`config.mk`:
```
export PLATFORM = sky130hd
export DESIGN_NAME = tap_cfg_port
export DESIGN_NICKNAME = d
export VERILOG_FILES = /design/src/common/tap_cfg_pkg.sv /design/src/rtl/tap_cfg_port.sv /design/src/rtl/cfg_word_fifo.sv
export SDC_FILE = /design/constraint.sdc
export NUM_CORES = 1
export LEC_CHECK = 0
export BUFFER_PORTS_ARGS = -buffer_cell sky130_fd_sc_hd__buf_2
export CORE_MARGIN = 5
export CORE_UTILIZATION = 45
export DETAILED_ROUTE_END_ITERATION = 16
export MAX_ROUTING_LAYER = met4
export PLACE_DENSITY = 0.71
export SETUP_SLACK_MARGIN = 0.2
export SLEW_MARGIN = 20
export SYNTH_ARGS = -nofsm -noshare
export SYNTH_HDL_FRONTEND = slang
export SYNTH_SLANG_ARGS = --single-unit
```
`constraint.sdc`:
```
create_clock -name core_clk_in -period 3.56 [get_ports core_clk_in]
set_input_delay 0.534 -clock core_clk_in [delete_from_list [all_inputs] [get_ports core_clk_in]]
set_output_delay 0.534 -clock core_clk_in [all_outputs]
set_load 0.1 [all_outputs]
```
`src/common/tap_cfg_pkg.sv`:
```
// Purpose: shared constants and types of the boundary-scan configuration port
// Assumes: 6-bit instruction register, 16-bit configuration words
// Notes:   opcodes and field layouts live here only

package tap_cfg_pkg;

  // ---------------------------------------------------------------
  // widths
  // ---------------------------------------------------------------
  localparam int IR_W      = 6;
  localparam int DR_W      = 32;
  localparam int CFG_W     = 16;
  localparam int CNT_W     = 4;
  localparam int CHAINS    = 4;
  localparam int FIFO_DEPTH = 8;

  // ---------------------------------------------------------------
  // opcodes
  // ---------------------------------------------------------------
  localparam logic [IR_W-1:0] OP_FABRIC_CHAIN_ONE   = 6'h02;
  localparam logic [IR_W-1:0] OP_FABRIC_CHAIN_TWO   = 6'h03;
  localparam logic [IR_W-1:0] OP_FABRIC_CHAIN_THREE = 6'h1a;
  localparam logic [IR_W-1:0] OP_FABRIC_CHAIN_FOUR  = 6'h1b;
  localparam logic [IR_W-1:0] OP_READBACK           = 6'h04;
  localparam logic [IR_W-1:0] OP_CONFIG_LOAD        = 6'h05;
  localparam logic [IR_W-1:0] OP_USERCODE           = 6'h08;
  localparam logic [IR_W-1:0] OP_IDCODE             = 6'h09;
  localparam logic [IR_W-1:0] OP_STARTUP_CLOCK      = 6'h0c;
  localparam logic [IR_W-1:0] OP_SHUTDOWN_CLOCK     = 6'h0d;
  localparam logic [IR_W-1:0] OP_INSYS_CONFIG_ENTER = 6'h10;
  localparam logic [IR_W-1:0] OP_INSYS_CONFIG_EXIT  = 6'h16;
  localparam logic [IR_W-1:0] OP_BYPASS             = 6'h3f;

  localparam logic [CHAINS*IR_W-1:0] CHAIN_OPS =
    {OP_FABRIC_CHAIN_FOUR, OP_FABRIC_CHAIN_THREE, OP_FABRIC_CHAIN_TWO, OP_FABRIC_CHAIN_ONE};

  // ---------------------------------------------------------------
  // fixed values
  // ---------------------------------------------------------------
  localparam logic [1:0]      IR_CAPTURE_LOW = 2'h1;
  localparam logic [DR_W-1:0] USERCODE_BLANK = 32'h0fffffff;
  localparam int              STARTUP_LEN    = 8;

  // startup clock source option
  localparam logic [1:0] SRC_CONFIG_CLOCK = 2'h0;
  localparam logic [1:0] SRC_FABRIC_CLOCK = 2'h1;
  localparam logic [1:0] SRC_TAP_CLOCK    = 2'h2;

  // ---------------------------------------------------------------
  // types
  // ---------------------------------------------------------------
  typedef enum logic [3:0] {
    TLR      = 4'h0, RTI      = 4'h1, SEL_DR   = 4'h3, CAP_DR   = 4'h2,
    SHIFT_DR = 4'h6, EX1_DR   = 4'h7, PAUSE_DR = 4'h5, EX2_DR   = 4'h4,
    UPD_DR   = 4'hc, SEL_IR   = 4'hd, CAP_IR   = 4'hf, SHIFT_IR = 4'he,
    EX1_IR   = 4'ha, PAUSE_IR = 4'hb, EX2_IR   = 4'h9, UPD_IR   = 4'h8
  } tap_state_t;

  typedef enum logic [1:0] {
    SEQ_IDLE = 2'h0,
    SEQ_UP   = 2'h1,
    SEQ_DOWN = 2'h3
  } seq_mode_t;

endpackage : tap_cfg_pkg

```
`src/rtl/tap_cfg_port.sv`:
```
// Purpose: boundary-scan data registers and configuration sequencing
// Assumes: tap clock far slower than core_clk_in; fabric side on core clock
// Notes:   tap pins are oversampled; startup length is a parameter

// What this block does
// - bypass is one bit, cleared on capture
// - fixed 32-bit identification shifted under IDCODE
// - identification value ends in a one
// - 16-bit register feeds configuration words
// - usercode reads 32'h0fffffff until configured
// - fabric chains reachable only after configuration
// - fabric sees shared data, reset, shift, update
// - reload accepted only after program or shutdown
// - configuration data enters most significant first
// - startup instruction begins startup sequence
// - startup clock chosen among three sources
// - tap-clocked startup advances only in idle
// - shutdown runs under entry instruction
// - shutdown walks startup phases in reverse
// - six-bit instruction register selects data registers
// - entry opcode causes full shutdown
// - exit opcode causes startup
module tap_cfg_port #(
  parameter logic [31:0] ID_CODE        = 32'h1a5c_e001, // arbitrary identification value
  parameter int          STARTUP_PHASES = tap_cfg_pkg::STARTUP_LEN,
  parameter int          DEPTH          = tap_cfg_pkg::FIFO_DEPTH
) (
  input  wire logic                          core_clk_in,
  input  wire logic                          sys_rst_in,
  input  wire logic                          tck_in,
  input  wire logic                          tms_in,
  input  wire logic                          tdi_in,
  input  wire logic                          program_n_in,
  input  wire logic                          config_clock_in,
  input  wire logic                          fabric_startup_clock_in,
  input  wire logic [1:0]                    startup_src_in,
  input  wire logic [tap_cfg_pkg::DR_W-1:0]  user_code_in,
  input  wire logic [tap_cfg_pkg::CFG_W-1:0] readback_word_in,
  input  wire logic [tap_cfg_pkg::CHAINS-1:0] fabric_tdo_in,
  input  wire logic                          cfg_ready_in,
  output logic                               tdo_out,
  output logic                               tdo_oe_out,
  output logic [tap_cfg_pkg::CFG_W-1:0]      cfg_word_out,
  output logic                               cfg_valid_out,
  output logic                               load_overrun_out,
  output logic                               configured_out,
  output logic [tap_cfg_pkg::CNT_W-1:0]      startup_phase_out,
  output logic                               seq_busy_out,
  output logic [tap_cfg_pkg::CHAINS-1:0]     fabric_sel_out,
  output logic                               fabric_tdi_out,
  output logic                               fabric_reset_out,
  output logic                               fabric_shift_out,
  output logic                               fabric_update_out,
  output logic                               fabric_capture_out
);
  import tap_cfg_pkg::*;

  localparam logic [CNT_W-1:0] LAST_PHASE = CNT_W'(STARTUP_PHASES - 1);
  localparam logic [CNT_W-1:0] TOP_PHASE  = CNT_W'(STARTUP_PHASES);

  initial
  begin
    if (ID_CODE[0] != 1'b1 || STARTUP_PHASES < 2 || STARTUP_PHASES > 15 || DEPTH < 2)
      $error("tap_cfg_port: unsupported parameter values");
  end

  // ---------------------------------------------------------------
  // pin synchronisers and edge detect
  // ---------------------------------------------------------------
  logic [5:0] pin_s1;
  logic [5:0] pin_s2;
  logic [5:0] pin_prev;

  always_ff @(posedge core_clk_in)
  begin
    if (sys_rst_in)
    begin
      pin_s1   <= 6'h08;
      pin_s2   <= 6'h08;
      pin_prev <= 6'h08;
    end
    else
    begin
      pin_s1   <= {fabric_startup_clock_in, config_clock_in, program_n_in, tdi_in, tms_in, tck_in};
      pin_s2   <= pin_s1;
      pin_prev <= pin_s2;
    end
  end

  logic tck_rise;
  logic tck_fall;
  logic tms;
  logic tdi;
  logic program_low;
  logic config_clock_rise;
  logic fclk_rise;

  assign tck_rise    = pin_s2[0] && !pin_prev[0];
  assign tck_fall    = !pin_s2[0] && pin_prev[0];
  assign tms         = pin_s2[1];
  assign tdi         = pin_s2[2];
  assign program_low = !pin_s2[3];
  assign config_clock_rise   = pin_s2[4] && !pin_prev[4];
  assign fclk_rise   = pin_s2[5] && !pin_prev[5];

  // ---------------------------------------------------------------
  // tap state transitions
  // ---------------------------------------------------------------
  function automatic tap_state_t tap_next(input tap_state_t s, input logic m);
    unique case (s)
      TLR:      tap_next = m ? TLR    : RTI;
      RTI:      tap_next = m ? SEL_DR : RTI;
      SEL_DR:   tap_next = m ? SEL_IR : CAP_DR;
      CAP_DR:   tap_next = m ? EX1_DR : SHIFT_DR;
      SHIFT_DR: tap_next = m ? EX1_DR : SHIFT_DR;
      EX1_DR:   tap_next = m ? UPD_DR : PAUSE_DR;
      PAUSE_DR: tap_next = m ? EX2_DR : PAUSE_DR;
      EX2_DR:   tap_next = m ? UPD_DR : SHIFT_DR;
      UPD_DR:   tap_next = m ? SEL_DR : RTI;
      SEL_IR:   tap_next = m ? TLR    : CAP_IR;
      CAP_IR:   tap_next = m ? EX1_IR : SHIFT_IR;
      SHIFT_IR: tap_next = m ? EX1_IR : SHIFT_IR;
      EX1_IR:   tap_next = m ? UPD_IR : PAUSE_IR;
      PAUSE_IR: tap_next = m ? EX2_IR : PAUSE_IR;
      EX2_IR:   tap_next = m ? UPD_IR : SHIFT_IR;
      UPD_IR:   tap_next = m ? SEL_DR : RTI;
    endcase
  endfunction : tap_next

  // ---------------------------------------------------------------
  // state
  // ---------------------------------------------------------------
  tap_state_t        tap_state, next_tap_state;
  seq_mode_t         seq_mode, next_seq_mode;
  logic [IR_W-1:0]   ir, next_ir;
  logic [IR_W-1:0]   ir_sr, next_ir_sr;
  logic [DR_W-1:0]   dr_sr, next_dr_sr;
  logic [CNT_W-1:0]  cfg_cnt, next_cfg_cnt;
  logic [CFG_W-1:0]  cfg_word, next_cfg_word;
  logic              word_pending, next_word_pending;
  logic              isc_enabled, next_isc_enabled;
  logic [CNT_W-1:0]  next_phase;
  logic              next_configured, next_overrun;
  logic              next_tdo, next_tdo_oe;
  logic [CHAINS-1:0] next_fabric_sel;
  logic [CHAINS-1:0] chain_hit;
  logic [CFG_W-1:0]  next_cfg_word_out;
  logic              next_cfg_valid_out;
  logic              seq_tick;
  logic              load_ok;
  logic              fifo_in_ready;
  logic [CFG_W-1:0]  fifo_data;
  logic              fifo_valid;
  logic              fifo_pop_ready;

  // per-chain instruction decode
  for (genvar g = 0; g < CHAINS; g++)
  begin : g_chain
    assign chain_hit[g] = (ir == CHAIN_OPS[g*IR_W +: IR_W]);
  end

  assign fifo_pop_ready = !cfg_valid_out || cfg_ready_in;

  // ---------------------------------------------------------------
  // next values
  // ---------------------------------------------------------------
  always_comb
  begin
    next_tap_state     = tap_state;
    next_ir            = ir;
    next_ir_sr         = ir_sr;
    next_dr_sr         = dr_sr;
    next_cfg_cnt       = cfg_cnt;
    next_cfg_word      = cfg_word;
    next_word_pending  = word_pending && !fifo_in_ready;
    next_isc_enabled   = isc_enabled;
    next_seq_mode      = seq_mode;
    next_phase         = startup_phase_out;
    next_configured    = configured_out;
    next_overrun       = load_overrun_out && !program_low;
    next_tdo           = tdo_out;
    next_tdo_oe        = tdo_oe_out;
    load_ok            = !configured_out && seq_mode == SEQ_IDLE;
    unique case (startup_src_in)
      SRC_CONFIG_CLOCK: seq_tick = config_clock_rise;
      SRC_FABRIC_CLOCK: seq_tick = fclk_rise;
      default:          seq_tick = tck_rise && tap_state == RTI;
    endcase
    if (tck_rise)
    begin
      next_tap_state = tap_next(tap_state, tms);
      unique case (tap_state)
        TLR:      next_ir = OP_IDCODE;
        CAP_IR:   next_ir_sr = {configured_out, 1'b1, isc_enabled, configured_out, IR_CAPTURE_LOW};
        SHIFT_IR: next_ir_sr = {tdi, ir_sr[IR_W-1:1]};
        UPD_IR:
        begin
          next_ir = ir_sr;
          if ((ir_sr == OP_STARTUP_CLOCK || ir_sr == OP_INSYS_CONFIG_EXIT) && load_ok)
          begin
            next_seq_mode = SEQ_UP;
            next_phase    = '0;
          end
          if ((ir_sr == OP_INSYS_CONFIG_ENTER || ir_sr == OP_SHUTDOWN_CLOCK) && configured_out
              && seq_mode == SEQ_IDLE)
          begin
            next_seq_mode = SEQ_DOWN;
            next_phase    = TOP_PHASE;
          end
        end
        CAP_DR:
        begin
          next_cfg_cnt = '0;
          unique case (ir)
            OP_IDCODE:   next_dr_sr = ID_CODE;
            OP_USERCODE: next_dr_sr = configured_out ? user_code_in : USERCODE_BLANK;
            OP_READBACK: next_dr_sr = {16'h0000, readback_word_in};
            default:     next_dr_sr = '0;
          endcase
        end
        SHIFT_DR:
        begin
          unique case (ir)
            OP_IDCODE, OP_USERCODE: next_dr_sr = {tdi, dr_sr[DR_W-1:1]};
            OP_READBACK:            next_dr_sr = {16'h0000, tdi, dr_sr[CFG_W-1:1]};
            OP_CONFIG_LOAD:
            begin
              next_dr_sr   = {16'h0000, dr_sr[CFG_W-2:0], tdi};
              next_cfg_cnt = cfg_cnt + 1'b1;
              if (cfg_cnt == 4'hf && load_ok)
              begin
                next_cfg_word     = {dr_sr[CFG_W-2:0], tdi};
                next_word_pending = 1'b1;
                if (word_pending && !fifo_in_ready)
                  next_overrun = 1'b1;
              end
            end
            default:                next_dr_sr = {31'h0, tdi};
          endcase
        end
        default: ;
      endcase
    end
    if (tck_fall)
    begin
      next_tdo_oe = (tap_state == SHIFT_IR || tap_state == SHIFT_DR);
      if (tap_state == SHIFT_IR)
        next_tdo = ir_sr[0];
      else if (|(chain_hit & fabric_sel_out))
        next_tdo = |(chain_hit & fabric_tdo_in);
      else if (ir == OP_CONFIG_LOAD)
        next_tdo = dr_sr[CFG_W-1];
      else
        next_tdo = dr_sr[0];
    end
    unique case (seq_mode)
      SEQ_IDLE: ;
      SEQ_UP:
        if (seq_tick && (startup_src_in != SRC_TAP_CLOCK || ir == OP_STARTUP_CLOCK || ir == OP_INSYS_CONFIG_EXIT))
        begin
          next_phase = startup_phase_out + 1'b1;
          if (startup_phase_out == LAST_PHASE)
          begin
            next_seq_mode    = SEQ_IDLE;
            next_configured  = 1'b1;
            next_isc_enabled = 1'b0;
          end
        end
      SEQ_DOWN:
        if (seq_tick && (startup_src_in != SRC_TAP_CLOCK || ir == OP_INSYS_CONFIG_ENTER || ir == OP_SHUTDOWN_CLOCK))
        begin
          next_phase = startup_phase_out - 1'b1;
          if (startup_phase_out == 4'h1)
          begin
            next_seq_mode    = SEQ_IDLE;
            next_configured  = 1'b0;
            next_isc_enabled = 1'b1;
          end
        end
      default: next_seq_mode = SEQ_IDLE;
    endcase
    if (program_low)
    begin
      next_configured = 1'b0;
      next_seq_mode   = SEQ_IDLE;
      next_phase      = '0;
    end
    next_fabric_sel    = next_configured ? chain_hit : '0;
    next_cfg_valid_out = fifo_pop_ready ? fifo_valid : cfg_valid_out;
    next_cfg_word_out  = (fifo_pop_ready && fifo_valid) ? fifo_data : cfg_word_out;
  end

  // ---------------------------------------------------------------
  // registers
  // ---------------------------------------------------------------
  always_ff @(posedge core_clk_in)
  begin
    if (sys_rst_in)
    begin
      tap_state          <= TLR;
      seq_mode           <= SEQ_IDLE;
      ir                 <= OP_IDCODE;
      ir_sr              <= '0;
      dr_sr              <= '0;
      cfg_cnt            <= '0;
      cfg_word           <= '0;
      word_pending       <= 1'b0;
      isc_enabled        <= 1'b0;
      startup_phase_out  <= '0;
      configured_out     <= 1'b0;
      load_overrun_out   <= 1'b0;
      tdo_out            <= 1'b0;
      tdo_oe_out         <= 1'b0;
      fabric_sel_out     <= '0;
      fabric_tdi_out     <= 1'b0;
      fabric_reset_out   <= 1'b1;
      fabric_shift_out   <= 1'b0;
      fabric_update_out  <= 1'b0;
      fabric_capture_out <= 1'b0;
      seq_busy_out       <= 1'b0;
      cfg_word_out       <= '0;
      cfg_valid_out      <= 1'b0;
    end
    else
    begin
      tap_state          <= next_tap_state;
      seq_mode           <= next_seq_mode;
      ir                 <= next_ir;
      ir_sr              <= next_ir_sr;
      dr_sr              <= next_dr_sr;
      cfg_cnt            <= next_cfg_cnt;
      cfg_word           <= next_cfg_word;
      word_pending       <= next_word_pending;
      isc_enabled        <= next_isc_enabled;
      startup_phase_out  <= next_phase;
      configured_out     <= next_configured;
      load_overrun_out   <= next_overrun;
      tdo_out            <= next_tdo;
      tdo_oe_out         <= next_tdo_oe;
      fabric_sel_out     <= next_fabric_sel;
      fabric_tdi_out     <= tdi;
      fabric_reset_out   <= (next_tap_state == TLR);
      fabric_shift_out   <= (next_tap_state == SHIFT_DR);
      fabric_update_out  <= (next_tap_state == UPD_DR);
      fabric_capture_out <= (next_tap_state == CAP_DR);
      seq_busy_out       <= (next_seq_mode != SEQ_IDLE);
      cfg_word_out       <= next_cfg_word_out;
      cfg_valid_out      <= next_cfg_valid_out;
    end
  end

  cfg_word_fifo #(
    .WIDTH (CFG_W),
    .DEPTH (DEPTH)
  ) u_fifo (
    .core_clk_in   (core_clk_in),
    .sys_rst_in    (sys_rst_in),
    .in_data_in    (cfg_word),
    .in_valid_in   (word_pending),
    .in_ready_out  (fifo_in_ready),
    .out_data_out  (fifo_data),
    .out_valid_out (fifo_valid),
    .out_ready_in  (fifo_pop_ready)
  );
endmodule : tap_cfg_port

```
`src/rtl/cfg_word_fifo.sv`:
```
// Purpose: small first-in first-out buffer for configuration words
// Assumes: single clock, synchronous active-high reset
// Notes:   depth must be a power of two

module cfg_word_fifo #(
  parameter int WIDTH = 16,
  parameter int DEPTH = 8
) (
  input  wire logic             core_clk_in,
  input  wire logic             sys_rst_in,
  input  wire logic [WIDTH-1:0] in_data_in,
  input  wire logic             in_valid_in,
  output logic                  in_ready_out,
  output logic [WIDTH-1:0]      out_data_out,
  output logic                  out_valid_out,
  input  wire logic             out_ready_in
);

  localparam int AW = $clog2(DEPTH);

  initial
  begin
    if (DEPTH < 2 || (1 << AW) != DEPTH || WIDTH < 1)
      $error("cfg_word_fifo: depth must be a power of two of at least 2");
  end

  logic [WIDTH-1:0] mem [DEPTH];
  logic [AW:0]      wr_ptr;
  logic [AW:0]      rd_ptr;
  logic [AW:0]      next_wr_ptr;
  logic [AW:0]      next_rd_ptr;
  logic             push;
  logic             pop;

  // ---------------------------------------------------------------
  // pointers and flags
  // ---------------------------------------------------------------
  always_comb
  begin
    in_ready_out  = (wr_ptr[AW] == rd_ptr[AW]) || (wr_ptr[AW-1:0] != rd_ptr[AW-1:0]);
    out_valid_out = (wr_ptr != rd_ptr);
    push          = in_valid_in && in_ready_out;
    pop           = out_valid_out && out_ready_in;
    next_wr_ptr   = push ? wr_ptr + 1'b1 : wr_ptr;
    next_rd_ptr   = pop ? rd_ptr + 1'b1 : rd_ptr;
    out_data_out  = mem[rd_ptr[AW-1:0]];
  end

  always_ff @(posedge core_clk_in)
  begin
    if (sys_rst_in)
    begin
      wr_ptr <= '0;
      rd_ptr <= '0;
    end
    else
    begin
      wr_ptr <= next_wr_ptr;
      rd_ptr <= next_rd_ptr;
    end
  end

  always_ff @(posedge core_clk_in)
  begin
    if (push)
      mem[wr_ptr[AW-1:0]] <= in_data_in;
  end

endmodule : cfg_word_fifo

```
==> flow_summary.json <==
{
  "status": "finished clean",
  "seq_area_frac_synth_pct": 58.0,
  "hold_buffers": 0,
  "regToRegEndpoint": "cfg_word[7]",
  "fin_worst_skew_ns": 0.00842,
  "cts_resized": 0,
  "synth.distinct_cells": 74,
  "clock_tree.buffer_depth": 3,
  "rsz0062_at_grt": "no",
  "ys_seq_elements": 258,
  "row_count": 57,
  "place.gp.congestion": 0.849,
  "cp.required_ns": 3.97,
  "setup_viol": 0,
  "synth.top_cell.area_share_pct": 34.6,
  "p_leak_nw": 4.55,
  "root_buffer": "clkbuf_16",
  "power_mw": 7.20,
  "grt_usage_pct": 17.1,
  "setup.worst_path.end_class": "flop",
  "p_per_area_nw_per_um2": 565,
  "drv_cap": 0,
  "cts_inserted_buffers": 27,
  "final_util_pct": 52.3,
  "max_slew.worst_pin.slew_ns": 0.741,
  "period_minus_slack_ns": 2.60,
  "yosysWarnings": 0,
  "grt_first_pass_wirelength_um": 38700,
  "finalHoldViolCount": 0,
  "finalSetupTns_ns": 0,
  "rrSetupSlack_ns": 0.96,
  "hold_path_end": "pin_s1[3]",
  "dr.pass1.iters": 5,
  "clkLatencyLatePin_ns": 0.53,
  "vias": 7580,
  "synthArstFlopShare_pct": 0,
  "hp-start": "program_n_in",
  "path_clk_slew_ns": 0.06,
  "final_max_slew_viol_count": 0,
  "whs_path_depth": 2,
  "finalNetCount": 1092,
  "wl_um": 23800,
  "coreArea_um2": 24300,
  "dieArea_um2": 27900,
  "slew_headroom_pct": 50.5,
  "synth-edff-count": 128,
  "max_stage_delay_ns": 0.72,
  "drc": 0,
  "syn_area_um2": 11100,
  "dp.cells": 1318,
  "crit_type": "flop to flop",
  "dp_hpwl_um": 15800,
  "fmax_mhz": 385,
  "avgSynthCellArea_um2": 11.8,
  "syn_inst": 945,
  "cp-start-kind": "flop",
  "fin_cells": 1368,
  "ys_top_cells_by_area": "edfxtp_1, dfxtp_1, mux4_2, nor2_1, mux2i_1",
  "holdCritPathClass": "input port to flop",
  "hold-worst-slack_ns": 0.188,
  "num_io_pins": 98,
  "synth_nets": 1014,
  "grt_max_degree": 60,
  "r2r_cells": 7,
  "drt_iter0_drc": 561,
  "cts_setup_buffers": 0,
  "cts_tree": "done",
  "drive_gt1_share_pct": 21.3,
  "wl_per_cell_um": 17.4,
  "overflow": 0,
  "die_w_um": 167,
  "fin_crit_sh_pct": 73.0,
  "via_per_inst": 5.54,
  "cts_htree_levels": 1,
  "synth_flop_cell": "dfxtp_1",
  "grt_pass1_vias": 7430,
  "antenna_found_initial": 0,
  "synth_top_cell_by_area": "edfxtp_1",
  "die_height_um": 167,
  "cp_max_fo": 24,
  "crit_chain": "and4bb_2 > and3_1 > buf_4 > nand4_1 > buf_4 > mux2i_1 > nor2_1",
  "crit_top_cell": "buf_4",
  "reg2reg_from": "tap_state[1]",
  "critPathArrivalTime_ns": 3.01,
  "crit_path_top_delay_cell": "dfxtp_1",
  "peakVddDrop_mv": 0.415,
  "port_buffers": 97,
  "syn_to_final_growth_pct": 14.5,
  "start_util_pct": 45.7,
  "ant_nets": 0,
  "antennaDiodeCount": 0,
  "clock_sinks": 258
}
## how the worst max path moves through the flow
stage                                 from          endpoint  slack, ns  cells after the start
after global placement        tap_state[1]       cfg_word[0]       1.06                      7
after floorplan           u_fifo.rd_ptr[1]  u_fifo.mem[2][0]       0.85                      6
after CTS                     tap_state[1]       cfg_word[7]       0.98                      7
after detailed placement      tap_state[1]       cfg_word[7]       0.98                      7
after global routing          tap_state[1]       cfg_word[3]       0.74                      7
final                         tap_state[1]       cfg_word[7]       0.96                      7
## worst max-delay path: cells and delay by family (launching register included)
family	cells	cell delay, ns
buf+inv	2	0.49
flops	1	0.72
mux	1	0.19
simple gates	4	1.06
## synthesized netlist by cell type (all sizes together) (3+ instances only)
cell type	count
edfxtp	128
nor3	33
xor2	12
o21ai	40
mux2i	39
nor2b	25
a221oi	4
xnor2	4
and3	6
a21oi	33
ha	6
o21bai	9
nor4b	6
nand2b	11
a311oi	11
mux4	32
clkbuf	42
o211ai	4
a21boi	12
nand2	69
o2111ai	3
and2	6
a31oi	5
a32oi	4
buf	28
o21a	3
and2b	3
dfxtp	130
or2	4
a221o	14
nand3b	4
nor4	5
nor2	117
nand4	7
a211oi	21
nand3	25
nor3b	6
inv	10
## routing by layer
metal / vias up / global-route usage, % / wire [µm] / share of wire, %
met4: 0 / 3.32 / 350 / 1.5
met5: - / - / 0 / 0
met1: 3666 / 23.3 / 10700 / 45
met2: 233 / 27.7 / 11300 / 47
li1: 3650 / - / - / -
met3: 31 / 2.66 / 1480 / 6.2
## metrics by stage
stage	worst slack (ns)	cell area (µm²)
6_report	0.960	12700
5_1_grt	0.738	12700
4_1_cts	0.978	12700
3_5_place_dp	0.983	11900
3_3_place_gp	1.06	11900
2_1_floorplan	0.848	11100
## cell type report
type,count,area [µm²]
Sequential cell,258,6450
Multi-Input combinational cell,607,4310
Clock buffer,34,702
Inverter,10,37.5
Fill cell,2100,11600
Tap cell,324,405
Timing Repair Buffer,119,653
Clock inverter,16,173
## kinds of logic (layout without fill, tap and decap cells)
logic type	count (synthesis)	count (layout)	share of synthesized area [%]
simple gates	337	337	15.4
compound gates	177	177	11.3
flops	258	258	58.0
fa+ha+maj	6	6	0.675
mux	71	71	10.0
buf+inv	80	179	3.38
xor+xnor	16	16	1.26
## power by group
part / leakage (nW) / internal, mW / total [mW] / switching, mW
Clock: 0.422 / 1.62 / 2.76 / 1.14
Sequential: 2.24 / 3.18 / 3.23 / 0.0480
Combinational: 1.89 / 0.340 / 1.21 / 0.866
## sequential cells by signal (all words and copies together) (netlist names), 2 cells and up
register	flops
cfg_cnt	4
cfg_word	16
cfg_word_out	16
dr_sr	32
fabric_sel_out	4
ir	6
ir_sr	6
pin_prev	4
pin_s1	6
pin_s2	6
seq_mode	2
startup_phase_out	4
tap_state	4
u_fifo.mem	128
u_fifo.rd_ptr	4
u_fifo.wr_ptr	4
## cells in the final DEF, fill, tap and decap left out, types with 25 or more instances in the layout
master,synthesis,layout
nor2_1,115,115
a21oi_1,32,32
nor2b_1,25,25
nand2_1,69,69
mux4_2,32,32
o21ai_0,38,38
mux2i_1,39,39
nand3_1,25,25
clkbuf_16,0,27
buf_2,16,96
edfxtp_1,128,128
dfxtp_1,130,129
No activity file was read; power rests on OpenSTA's default activity.
